## config.mk

```make
export PLATFORM = sky130hd
export DESIGN_NAME = fcset_slave
export DESIGN_NICKNAME = d
export VERILOG_FILES = /design/src/core/fcset_pkg.sv /design/src/core/fcset_slave.sv /design/src/core/fcset_fifo.sv
export SDC_FILE = /design/constraint.sdc
export NUM_CORES = 1
export LEC_CHECK = 0
export ABC_AREA = 1
export BUFFER_PORTS_ARGS = -buffer_cell sky130_fd_sc_hd__clkbuf_2
export CELL_PAD_IN_SITES_DETAIL_PLACEMENT = 1
export CELL_PAD_IN_SITES_GLOBAL_PLACEMENT = 1
export CORE_MARGIN = 2
export CORE_UTILIZATION = 40
export CTS_BUF_LIST = sky130_fd_sc_hd__clkbuf_8
export CTS_CLUSTER_DIAMETER = 120
export DETAILED_ROUTE_END_ITERATION = 8
export PLACE_DENSITY = 0.73
export SLEW_MARGIN = 20
export SYNTH_ARGS = -nofsm -noshare
export SYNTH_HDL_FRONTEND = slang
export SYNTH_SLANG_ARGS = --single-unit
```

## constraint.sdc

```tcl
create_clock -name clk -period 1.8 [get_ports clk]
set_clock_uncertainty 0.1 [all_clocks]
set_input_delay 0.36 -clock clk [delete_from_list [all_inputs] [get_ports clk]]
set_output_delay 0.36 -clock clk [all_outputs]
set_load 0.01 [all_outputs]
```

## src/core/fcset_pkg.sv

```systemverilog
// Package of constants and types shared by the full-cycle serial edge timing block.
package fcset_pkg;

    // ------------------------------------------------------------------
    // Serial word layout
    // ------------------------------------------------------------------
    localparam int          FCSET_BYTE_W   = 8;          // Bits in one serial byte.
    localparam int          FCSET_CNT_W    = 3;          // Width of the bit counters.
    localparam logic [2:0]  FCSET_CNT_RST  = 3'h0;       // Bit counter value at byte start.
    localparam logic [2:0]  FCSET_CNT_LAST = 3'h7;       // Bit counter value of the last bit.
    localparam logic [2:0]  FCSET_CNT_STEP = 3'h1;       // Bit counter increment.
    localparam int          FCSET_MSB      = 7;          // Position of the first bit sent.

    // ------------------------------------------------------------------
    // Reset values and fill data
    // ------------------------------------------------------------------
    localparam logic [7:0]  FCSET_BYTE_RST = 8'h00;      // Shift and data registers at reset.
    localparam logic [7:0]  FCSET_FILL     = 8'hff;      // Byte sent when no data is queued.
    localparam logic        FCSET_SO_IDLE  = 1'b1;       // Serial output level while idle.

    // ------------------------------------------------------------------
    // Transmit buffer shape
    // ------------------------------------------------------------------
    localparam int          FCSET_FIFO_DEPTH = 8;        // Words held in the transmit FIFO.

    // ------------------------------------------------------------------
    // Pin bundle carried through the synchroniser
    // ------------------------------------------------------------------
    typedef struct packed {
        logic sck;                                       // Serial clock from the host.
        logic cs_n;                                      // Chip select, active low.
        logic si;                                        // Serial data from the host.
    } fcset_pins_t;

    localparam fcset_pins_t FCSET_PINS_RST = '{sck: 1'b0, cs_n: 1'b1, si: 1'b0};

    // ------------------------------------------------------------------
    // Frame state
    // ------------------------------------------------------------------
    typedef enum logic {
        FCSET_IDLE,                                      // Chip select released.
        FCSET_FRAME                                      // Chip select asserted.
    } fcset_state_t;

endpackage

```

## src/core/fcset_slave.sv

```systemverilog
// Serial memory slave engine: samples on clock rise, drives on clock fall.
`timescale 1ns/10ps
module fcset_slave (
    // Clock and reset.
    input  wire logic                               clk,
    input  wire logic                               rst,
    // Serial pins from the host, asynchronous to clk.
    input  wire fcset_pkg::fcset_pins_t             pins,
    // Serial data output pin and its enable.
    output logic                                    so,
    output logic                                    so_oe,
    // Received byte strobe.
    output logic                                    rx_valid,
    output logic [fcset_pkg::FCSET_BYTE_W-1:0]      rx_data,
    // Bytes queued for sending to the host.
    input  wire logic                               tx_valid,
    output logic                                    tx_ready,
    input  wire logic [fcset_pkg::FCSET_BYTE_W-1:0] tx_data,
    // Status.
    output logic                                    frame_active,
    output logic                                    tx_underrun
);
    import fcset_pkg::*;

    // ------------------------------------------------------------------
    // Declarations
    // ------------------------------------------------------------------
    fcset_pins_t            sync1_reg;        // First synchroniser stage.
    fcset_pins_t            sync2_reg;        // Second synchroniser stage.
    fcset_pins_t            prev_reg;         // Delayed copy for edge detection.
    fcset_state_t           state_reg;        // Frame state.
    fcset_state_t           state_next;       // Next frame state.
    logic [FCSET_CNT_W-1:0] rx_cnt_reg;       // Bits received in the current byte.
    logic [FCSET_CNT_W-1:0] rx_cnt_next;      // Next receive count.
    logic [FCSET_CNT_W-1:0] tx_cnt_reg;       // Bits sent in the current byte.
    logic [FCSET_CNT_W-1:0] tx_cnt_next;      // Next send count.
    logic [7:0]             rx_shift_reg;     // Receive shift register.
    logic [7:0]             rx_shift_next;    // Next receive shift value.
    logic [7:0]             tx_shift_reg;     // Bits still to send.
    logic [7:0]             tx_shift_next;    // Next send shift value.
    logic [7:0]             rx_data_reg;      // Last complete received byte.
    logic [7:0]             rx_data_next;     // Next received byte.
    logic                   rx_valid_reg;     // Byte strobe.
    logic                   rx_valid_next;    // Next byte strobe.
    logic                   so_reg;           // Serial output level.
    logic                   so_next;          // Next serial output level.
    logic                   so_oe_reg;        // Serial output enable.
    logic                   so_oe_next;       // Next serial output enable.
    logic                   underrun_reg;     // Fill byte sent strobe.
    logic                   underrun_next;    // Next fill strobe.
    logic                   frame_reg;        // Frame state as a registered flag.
    logic                   frame_next;       // Next frame flag.
    logic                   cs_act;           // Chip select seen asserted.
    logic                   sck_rise;         // Rising serial clock edge.
    logic                   sck_fall;         // Falling serial clock edge.
    logic                   fifo_valid;       // Queued byte available.
    logic                   fifo_pop;         // Take the queued byte.
    logic [7:0]             fifo_data;        // Oldest queued byte.
    logic [7:0]             load_byte;        // Byte starting on this falling edge.

    // Every output is taken straight from a register, so the pins and the
    // user logic never see a decode glitch between clock edges.
    assign so           = so_reg;
    assign so_oe        = so_oe_reg;
    assign rx_valid     = rx_valid_reg;
    assign rx_data      = rx_data_reg;
    assign frame_active = frame_reg;
    assign tx_underrun  = underrun_reg;

    // ------------------------------------------------------------------
    // Transmit buffer
    // ------------------------------------------------------------------
    // The engine pops only at byte boundaries, so a slow host lets the
    // buffer fill and tx_ready drops until the host clocks bytes out.
    fcset_fifo #(
        .WIDTH (FCSET_BYTE_W),
        .DEPTH (FCSET_FIFO_DEPTH)
    ) u_tx_fifo (
        .clk       (clk),
        .rst       (rst),
        .in_valid  (tx_valid),
        .in_ready  (tx_ready),
        .in_data   (tx_data),
        .out_valid (fifo_valid),
        .out_ready (fifo_pop),
        .out_data  (fifo_data)
    );

    // ------------------------------------------------------------------
    // Pin synchroniser
    // ------------------------------------------------------------------
    // Only the second stage and its delayed copy feed any logic, so a
    // metastable first stage never reaches an edge detector.
    always_ff @(posedge clk) begin
        if (rst) begin
            sync1_reg <= FCSET_PINS_RST;
            sync2_reg <= FCSET_PINS_RST;
            prev_reg  <= FCSET_PINS_RST;
        end else begin
            sync1_reg <= pins;
            sync2_reg <= sync1_reg;
            prev_reg  <= sync2_reg;
        end
    end

    // All three pins travel through the same stages, so data and select
    // stay aligned with the clock edges that the detectors report.
    assign cs_act   = !sync2_reg.cs_n;
    assign sck_rise = sync2_reg.sck && !prev_reg.sck;
    assign sck_fall = !sync2_reg.sck && prev_reg.sck;

    // ------------------------------------------------------------------
    // Serial engine next-state logic
    // ------------------------------------------------------------------
    // The SCK edges are recovered by oversampling, so the host clock must
    // stay well below clk; the pin-to-output latency is three clk cycles.
    always_comb begin
        state_next    = state_reg;
        rx_cnt_next   = rx_cnt_reg;
        tx_cnt_next   = tx_cnt_reg;
        rx_shift_next = rx_shift_reg;
        tx_shift_next = tx_shift_reg;
        rx_data_next  = rx_data_reg;
        rx_valid_next = 1'b0;
        so_next       = so_reg;
        so_oe_next    = so_oe_reg;
        underrun_next = 1'b0;
        fifo_pop      = 1'b0;
        load_byte     = fifo_valid ? fifo_data : FCSET_FILL;
        // The defaults above hold every register but the rx_valid_next and underrun_next strobes, which clear, so a cycle without a
        // serial clock edge leaves the shift state untouched.
        unique case (state_reg)
            FCSET_IDLE: begin
                // A new frame always starts on a byte boundary.
                rx_cnt_next = FCSET_CNT_RST;
                tx_cnt_next = FCSET_CNT_RST;
                so_next     = FCSET_SO_IDLE;
                so_oe_next  = 1'b0;
                if (cs_act) begin
                    state_next = FCSET_FRAME;
                    so_oe_next = 1'b1;
                end
            end
            FCSET_FRAME: begin
                if (!cs_act) begin
                    // Releasing select abandons any partial byte.
                    state_next = FCSET_IDLE;
                    so_oe_next = 1'b0;
                    so_next    = FCSET_SO_IDLE;
                end else begin
                    if (sck_rise) begin
                        // Sample host data on the rising edge, MSB first.
                        rx_shift_next = {rx_shift_reg[6:0], sync2_reg.si};
                        rx_cnt_next   = rx_cnt_reg + FCSET_CNT_STEP;
                        if (rx_cnt_reg == FCSET_CNT_LAST) begin
                            rx_data_next  = {rx_shift_reg[6:0], sync2_reg.si};
                            rx_valid_next = 1'b1;
                        end
                    end
                    if (sck_fall) begin
                        // Launch the next output bit on the falling edge.
                        tx_cnt_next = tx_cnt_reg + FCSET_CNT_STEP;
                        if (tx_cnt_reg == FCSET_CNT_RST) begin
                            fifo_pop      = fifo_valid;
                            underrun_next = !fifo_valid;
                            so_next       = load_byte[FCSET_MSB];
                            tx_shift_next = {load_byte[6:0], 1'b0};
                        end else begin
                            so_next       = tx_shift_reg[FCSET_MSB];
                            tx_shift_next = {tx_shift_reg[6:0], 1'b0};
                        end
                    end
                end
            end
        endcase
        // The status flag follows the next state, so it moves with state_reg.
        frame_next    = (state_next == FCSET_FRAME);
    end

    // ------------------------------------------------------------------
    // Serial engine registers
    // ------------------------------------------------------------------
    // Reset drops any frame in progress; a select still held low reopens the frame
    // once it has passed the synchroniser, which restarts from a released select.
    always_ff @(posedge clk) begin
        if (rst) begin
            state_reg    <= FCSET_IDLE;
            frame_reg    <= 1'b0;
            rx_cnt_reg   <= FCSET_CNT_RST;
            tx_cnt_reg   <= FCSET_CNT_RST;
            rx_shift_reg <= FCSET_BYTE_RST;
            tx_shift_reg <= FCSET_BYTE_RST;
            rx_data_reg  <= FCSET_BYTE_RST;
            rx_valid_reg <= 1'b0;
            so_reg       <= FCSET_SO_IDLE;
            so_oe_reg    <= 1'b0;
            underrun_reg <= 1'b0;
        end else begin
            state_reg    <= state_next;
            frame_reg    <= frame_next;
            rx_cnt_reg   <= rx_cnt_next;
            tx_cnt_reg   <= tx_cnt_next;
            rx_shift_reg <= rx_shift_next;
            tx_shift_reg <= tx_shift_next;
            rx_data_reg  <= rx_data_next;
            rx_valid_reg <= rx_valid_next;
            so_reg       <= so_next;
            so_oe_reg    <= so_oe_next;
            underrun_reg <= underrun_next;
        end
    end

endmodule

```

## src/core/fcset_fifo.sv

```systemverilog
// Small synchronous FIFO with valid and ready on both sides.
`timescale 1ns/10ps
module fcset_fifo #(
    parameter int WIDTH = 8,
    parameter int DEPTH = 8
) (
    // Clock and reset.
    input  wire logic             clk,
    input  wire logic             rst,
    // Filling side.
    input  wire logic             in_valid,
    output logic                  in_ready,
    input  wire logic [WIDTH-1:0] in_data,
    // Draining side.
    output logic                  out_valid,
    input  wire logic             out_ready,
    output logic [WIDTH-1:0]      out_data
);
    // ------------------------------------------------------------------
    // Storage and pointers
    // ------------------------------------------------------------------
    localparam int PTR_W = (DEPTH > 1) ? $clog2(DEPTH) : 1;
    localparam int CNT_W = $clog2(DEPTH + 1);
    localparam logic [PTR_W-1:0] PTR_LAST = PTR_W'(DEPTH - 1);
    localparam logic [CNT_W-1:0] CNT_FULL = CNT_W'(DEPTH);

    logic [WIDTH-1:0] mem_reg [DEPTH];   // Word storage in flip-flops.
    logic [WIDTH-1:0] mem_next [DEPTH];  // Next contents of the storage.
    logic [PTR_W-1:0] wr_ptr_reg;        // Slot for the next written word.
    logic [PTR_W-1:0] wr_ptr_next;       // Next write slot.
    logic [PTR_W-1:0] rd_ptr_reg;        // Slot of the oldest word.
    logic [PTR_W-1:0] rd_ptr_next;       // Next read slot.
    logic [CNT_W-1:0] count_reg;         // Words held.
    logic [CNT_W-1:0] count_next;        // Next word count.
    logic             in_ready_reg;      // Registered room flag.
    logic             in_ready_next;     // Next room flag.
    logic             out_valid_reg;     // Registered data flag.
    logic             out_valid_next;    // Next data flag.
    logic             push;              // Word accepted this cycle.
    logic             pop;               // Word removed this cycle.

    assign in_ready  = in_ready_reg;
    assign out_valid = out_valid_reg;
    assign out_data  = mem_reg[rd_ptr_reg];

    // ------------------------------------------------------------------
    // Next-state logic
    // ------------------------------------------------------------------
    // The flags are registered from the next count, so a full FIFO refuses a
    // push even if a pop happens in the same cycle; this costs one cycle of
    // throughput at the full mark but keeps both flags glitch free.
    always_comb begin
        push        = in_valid && in_ready_reg;
        pop         = out_valid_reg && out_ready;
        mem_next    = mem_reg;
        wr_ptr_next = wr_ptr_reg;
        rd_ptr_next = rd_ptr_reg;
        count_next  = count_reg;
        if (push) begin
            mem_next[wr_ptr_reg] = in_data;
            wr_ptr_next = (wr_ptr_reg == PTR_LAST) ? '0 : wr_ptr_reg + PTR_W'(1);
        end
        if (pop) begin
            rd_ptr_next = (rd_ptr_reg == PTR_LAST) ? '0 : rd_ptr_reg + PTR_W'(1);
        end
        if (push && !pop) begin
            count_next = count_reg + CNT_W'(1);
        end else if (pop && !push) begin
            count_next = count_reg - CNT_W'(1);
        end
        in_ready_next  = (count_next != CNT_FULL);
        out_valid_next = (count_next != '0);
    end

    // ------------------------------------------------------------------
    // State registers
    // ------------------------------------------------------------------
    always_ff @(posedge clk) begin
        if (rst) begin
            wr_ptr_reg    <= '0;
            rd_ptr_reg    <= '0;
            count_reg     <= '0;
            in_ready_reg  <= 1'b1;
            out_valid_reg <= 1'b0;
            for (int i = 0; i < DEPTH; i++) begin
                mem_reg[i] <= '0;
            end
        end else begin
            mem_reg       <= mem_next;
            wr_ptr_reg    <= wr_ptr_next;
            rd_ptr_reg    <= rd_ptr_next;
            count_reg     <= count_next;
            in_ready_reg  <= in_ready_next;
            out_valid_reg <= out_valid_next;
        end
    end

endmodule

```

=== Yosys cells after proc, flatten, opt, wreduce, memory -nomap -nowiden ===
Cells that the tools add are included.

* Input port bits: 14
* Register bits: 117
* Output and inout bits: 14
* Logic and storage cells: 106

* Order comparisons: 3
* Equal/unequal tests: 9
* Multiplexer cells: 30
* Bitwise operators: 7
* Add/subtract/negate cells: 6
* Reduce and logical (&&, ||, !) cells: 21

{| class="wikitable"
|+ Operators with widths
! operator !! count
|-
| $bwmux 64 || 1
|-
| $mux 8 || 5
|-
| $bmux 8 s3 || 1
|-
| $demux 8 s3 || 1
|-
| $mux 3 || 6
|-
| $add 3x1->3 const B || 4
|-
| $pmux 3 s2 || 2
|-
| $mux 1 || 10
|-
| $eq 3x3->1 const B || 3
|-
| $ge 4x4->1 const B || 2
|-
| $mux 4 || 2
|-
| $not 3->4 || 2
|-
| $logic_and 1x1->1 || 7
|-
| $reduce_and 3->1 || 2
|-
| $logic_not 1->1 || 5
|-
| $not 1->1 || 5
|-
| $reduce_or 5->1 || 1
|-
| $add 4x1->4 const B || 1
|-
| $lt 4x1->1 const B || 1
|-
| $ne 2x1->1 const B || 2
|-
| $ne 2x2->1 const B || 2
|-
| $ne 4x4->1 const B || 1
|-
| $pmux 1 s2 || 2
|-
| $reduce_and 2->1 || 2
|-
| other kinds (6) || 6
|}

=== Longest topological paths before layout ===
* Depth after elaboration: 10
* Gate-level depth with buffers: 13
* Depth with buffers taken out: 13

=== Hierarchy ===
From an unflattened synthesis, not the netlist that was laid out.

* Cell total of the unflattened synthesis: 685
* Area total of the unflattened synthesis: 4991.0 µm²

{| class="wikitable"
|+ Modules (own cells, without submodules)
! module !! cells each !! instances !! area each (µm²) !! sequential area each (µm²)
|-
| fcset_fifo || 482 || 1 || 3383.2 || 1521.5
|-
| fcset_slave || 203 || 1 || 1607.8 || 800.8
|}

=== Worst setup path before layout ===
Ideal clock, no wire load.

* Kind: reg-to-reg
* Start point: register tx_cnt_reg[0]
* End point: register u_tx_fifo.out_valid_reg (netlist: u_tx_fifo.out_valid)
* Slack: 0.203 ns
* Path buffers: 1
* Cell stages (with the launch flop): 13
* Required time: 1.588 ns
* Library setup time: 0.112 ns
* Arrival: 1.385 ns
* Clock period less this slack: 1.597 ns
* Cells stage by stage: dfxtp_1 inv_1 ha_1 nand2_4 nor2_4 buf_6 nand3_4 nand2_2 nand2_1 a21oi_2 nand2_1 nand2_1 nand2_1

* Cells in the longest elaborated chain, start to end: 10
* Elaborated cells on any way between the ends: 12
* Classes of those cells: 6 x mux; 6 x reduce/logical

{| class="wikitable"
|+ RTL lines
! what !! line !! RTL
|-
| start: declaration || fcset_slave.sv:35 || <nowiki>logic [FCSET_CNT_W-1:0] tx_cnt_reg;</nowiki>
|-
| start signal: assignment || fcset_slave.sv:202 || <nowiki>tx_cnt_reg <= tx_cnt_next;</nowiki>
|-
| $logic_not 3->1 (*) || fcset_slave.sv:163 || <nowiki>if (tx_cnt_reg == FCSET_CNT_RST) begin</nowiki>
|-
| $mux 1 (*) || fcset_slave.sv:163 ||
|-
| $mux 1 (*) || fcset_slave.sv:160 || <nowiki>if (sck_fall) begin</nowiki>
|-
| $mux 1 (*) || fcset_slave.sv:145 || <nowiki>if (!cs_act) begin</nowiki>
|-
| $mux 1 (*) || fcset_slave.sv:132 || <nowiki>unique case (state_reg)</nowiki>
|-
| $logic_and 1x1->1 (*) || fcset_fifo.sv:54 || <nowiki>pop = out_valid_reg && out_ready;</nowiki>
|-
| $logic_and 1x1->1 or $logic_not 1->1 (tied branches) || fcset_fifo.sv:68, fcset_fifo.sv:66 ||
|-
| $mux 4 or $logic_and 1x1->1 (tied branches) || fcset_fifo.sv:68, fcset_fifo.sv:66 ||
|-
| $mux 4 (*) || fcset_fifo.sv:66 || <nowiki>if (push && !pop) begin</nowiki>
|-
| $reduce_bool 4->1 (*) || fcset_fifo.sv:72 || <nowiki>out_valid_next = (count_next != '0);</nowiki>
|-
| end signal: assignment || fcset_fifo.sv:94 || <nowiki>out_valid_reg <= out_valid_next;</nowiki>
|-
| end: declaration || fcset_fifo.sv:37 || <nowiki>logic out_valid_reg;</nowiki>
|}

Mark *: on every way between the ends. The rest lies on a longest branch, timed or not.
A chain may end at the register's enable or synchronous reset.

=== Final worst setup path ===
* Start point: register tx_cnt_reg[0]
* End point: register u_tx_fifo.in_ready_reg (netlist: u_tx_fifo.in_ready)

* Cells in the longest elaborated chain, start to end: 10
* Elaborated cells on any way between the ends: 12
* Classes of those cells: 1 x eq/ne; 6 x mux; 5 x reduce/logical

{| class="wikitable"
|+ RTL lines
! what !! line !! RTL
|-
| $logic_not 3->1 (*) || fcset_slave.sv:163 ||
|-
| $mux 1 (*) || fcset_slave.sv:163 ||
|-
| $mux 1 (*) || fcset_slave.sv:160 ||
|-
| $mux 1 (*) || fcset_slave.sv:145 ||
|-
| $mux 1 (*) || fcset_slave.sv:132 ||
|-
| $logic_and 1x1->1 (*) || fcset_fifo.sv:54 ||
|-
| $logic_and 1x1->1 or $logic_not 1->1 (tied branches) || fcset_fifo.sv:68, fcset_fifo.sv:66 ||
|-
| $mux 4 or $logic_and 1x1->1 (tied branches) || fcset_fifo.sv:68, fcset_fifo.sv:66 ||
|-
| $mux 4 (*) || fcset_fifo.sv:66 ||
|-
| $ne 4x4->1 (*) || fcset_fifo.sv:71 || <nowiki>in_ready_next = (count_next != CNT_FULL);</nowiki>
|-
| end signal: assignment || fcset_fifo.sv:93 || <nowiki>in_ready_reg <= in_ready_next;</nowiki>
|-
| end: declaration || fcset_fifo.sv:35 || <nowiki>logic in_ready_reg;</nowiki>
|}

Marks and branches as above.

==> impl_metrics.env <==
export IMPL_outcome="complete, no violations"
export IMPL_dp_hpwl_um=9910
export IMPL_start_kind="flop"
export IMPL_critPathKind="flop to flop"
export IMPL_drtPass1Iterations=4
export IMPL_synth_top_area_share_pct=45.7
export IMPL_mostFrequentLayoutCell="nor2_1"
export IMPL_die_x_um=117
export IMPL_power_total_mw=5.29
export IMPL_drv_slew=0
export IMPL_post_route_cell_area_um2=5840
export IMPL_syn_area_um2=5080
export IMPL_dieHeight_um=117
export IMPL_power_frac_seq_pct=51.0
export IMPL_yosys_register_bits=116
export IMPL_arrival_ps=1940
export IMPL_antenna_found_initial=0
export IMPL_ys_warn_count=0
export IMPL_cts_buffers=17
export IMPL_numClockSinks=116
export IMPL_htreeDepth=4
export IMPL_crit_path_max_fanout=4
export IMPL_routabilityCongestion=0.785
export IMPL_path_clk_slew_ps=70
export IMPL_clock_latency_ps=440
export IMPL_leakage_nw=2.55
export IMPL_drive_above_1_share_pct=17.5
export IMPL_p_sw_mw=1.34
export IMPL_yosysUniqueCellTypes=39
export IMPL_grt_max_degree=55
export IMPL_worstPathRequired_ps=2030
export IMPL_rows=41
export IMPL_hold_path_class="input port to flop"
export IMPL_cap_violations=0
export IMPL_fmax_ghz=0.584
export IMPL_pwr_share_comb_pct=8.8
export IMPL_power_share_switching_pct=25.3
export IMPL_hold_violations=0
export IMPL_viasPerCell=5.08
export IMPL_drtIter0Drc=269
export IMPL_grt_pass1_vias=4701
export IMPL_end_kind="flop"
export IMPL_drt_total_wl_um=14100
export IMPL_period_share_pct=95.2
export IMPL_synthTopCellsByArea="dfxtp_1 46%, nor2_1 12%, o21ai_0 7.9%, nand2_1 7.5%, nand3_1 6.5%"
export IMPL_area_growth_pct=14.8
export IMPL_placed_area_um2=5410
export IMPL_ys_seq_area_share_pct=45.7
export IMPL_final_core_util_pct=46.6
export IMPL_finalSetupViolations=0
export IMPL_cts_buffer_depth=2
export IMPL_finalSetupTns_ps=0
export IMPL_synth_flop_cell="dfxtp_1"
export IMPL_async_flop_share_pct=0
export IMPL_numPortBuffers=27
export IMPL_top_level_ports=28
export IMPL_wl_per_cell_um=15.5
export IMPL_tightest_slew_ps=415
export IMPL_core_um2=12500
export IMPL_largest_register_ffs=64
export IMPL_dieArea_um2=13600
export IMPL_ctsRootBufferMaster="clkbuf_8"
export IMPL_cts_tree="yes"
export IMPL_synth_edff_count=0
export IMPL_p_clk_share_pct=40.2
export IMPL_max_slew_margin_pct=72.1
export IMPL_initial_core_util_pct=40.6
export IMPL_synthCells=692
export IMPL_detail_route_antenna_nets=0
export IMPL_vias=4617
export IMPL_avgSynthCellArea_um2=7.35
export IMPL_mostFrequentLayoutCells="163 x nor2_1, 116 x dfxtp_1, 102 x nand2_1, 80 x o21ai_0, 66 x nand3_1"
export IMPL_overflow=0
export IMPL_grt_pass1_wl_um=22800
export IMPL_synth_nets=716
export IMPL_drc=0
export IMPL_diodes=0
export IMPL_yosys_area_top_type="dfxtp_1"
export IMPL_nets=750
export IMPL_ir_drop_uv=427
export IMPL_grt_total_usage_pct=22.0
export IMPL_powerDensity_nw_per_um2=907
export IMPL_p_int_mw=3.96
export IMPL_period_minus_slack_ps=1710
stage by stage:
| step | hold WS (ps) | worst slack, ps | cells |
|---|---|---|---|
| global route | 15.7 | -17.6 | 908 |
| global placement | 292 | 114 | 872 |
| CTS | 2.38 | 10.8 | 902 |
| floorplan | 288 | 203 | 692 |
| finish | 27.9 | 86.4 | 908 |
| detailed placement | 299 | 11.7 | 872 |
synthesized netlist by cell type (3+ instances only):
cell and instances:
nor2_1 163, dfxtp_1 116, nand2_1 102, o21ai_0 80, nand3_1 66, inv_1 26
a21oi_1 25, inv_2 18, clkbuf_1 16, buf_2 15, ha_1 10, nor2_4 9
nand2_2 7, o211ai_1 6, nand2_4 4, nor2_2 3
path summary, 6_finish.rpt:
check                                                 from                            end  slack (ps)  cells past startpoint
worst max register to register  tx_cnt_reg[0]$_SDFFE_PP0P_  u_tx_fifo.in_ready$_SDFF_PP1_          90                     10
worst max-delay path            tx_cnt_reg[0]$_SDFFE_PP0P_  u_tx_fifo.in_ready$_SDFF_PP1_          90                     10
worst min register to register     sync1_reg[2]$_SDFF_PP0_        sync2_reg[2]$_SDFF_PP0_         300                      2
worst min-delay path                               pins[2]        sync1_reg[2]$_SDFF_PP0_          30                      3
critical path, stage by stage, from the launching register on:
cell      delay, ps
dfxtp_1         320
inv_2            90
ha_4            150
nand2_4          60
nor2_4          210
buf_6           140
nand4_4         110
nand3b_1        150
nand2_1          70
nor2_2          120
nand3_1          80
final cells by class:
type | instances | area [um^2]
Sequential cell | 116 | 2320
Timing Repair Buffer | 49 | 332
Inverter | 46 | 175
Fill cell | 1605 | 6680
Tap cell | 172 | 215
Clock inverter | 9 | 66.3
Multi-Input combinational cell | 496 | 2450
Clock buffer | 20 | 275
cells by family (layout without fill, tap and decap cells):
kind of cell	Yosys count	after routing	synth area share, %
compound gates	117	117	12.2
buf+inv	80	124	6.55
xor+xnor	1	1	0.172
flops	116	116	45.7
fa+ha+maj	10	10	2.46
simple gates	368	368	32.9
power by group through the flow:
| stage | clock (mW) | sequential, mW | combinational (mW) |
|---|---|---|---|
| after floorplan | 0 | 2.74 | 0.317 |
| after global placement | 0 | 2.75 | 0.431 |
| after detailed placement | 0 | 2.75 | 0.445 |
| after CTS | 2.19 | 2.70 | 0.449 |
| after global routing | 2.31 | 2.71 | 0.527 |
| final | 2.13 | 2.70 | 0.466 |
per-layer routing:
| metal | part of all wire, % | GRT usage (%) |
|---|---|---|
| met2 | 50 | 37.3 |
| met5 | 0 | 0 |
| met3 | 3.5 | 5.24 |
| met1 | 45 | 27.4 |
| met4 | 1.6 | 7.61 |
timing repair:
| action | 4_1_cts | 5_1_grt |
|---|---|---|
| setup endpoints to repair | 0 | 2 |
| endpoints found under the hold margin | 1 | 0 |
| hold buffers | 1 | 0 |
| setup buffers | 0 | 6 |
| gates resized for setup | 0 | 5 |
Note: power is estimated with default switching activity, not from simulation.
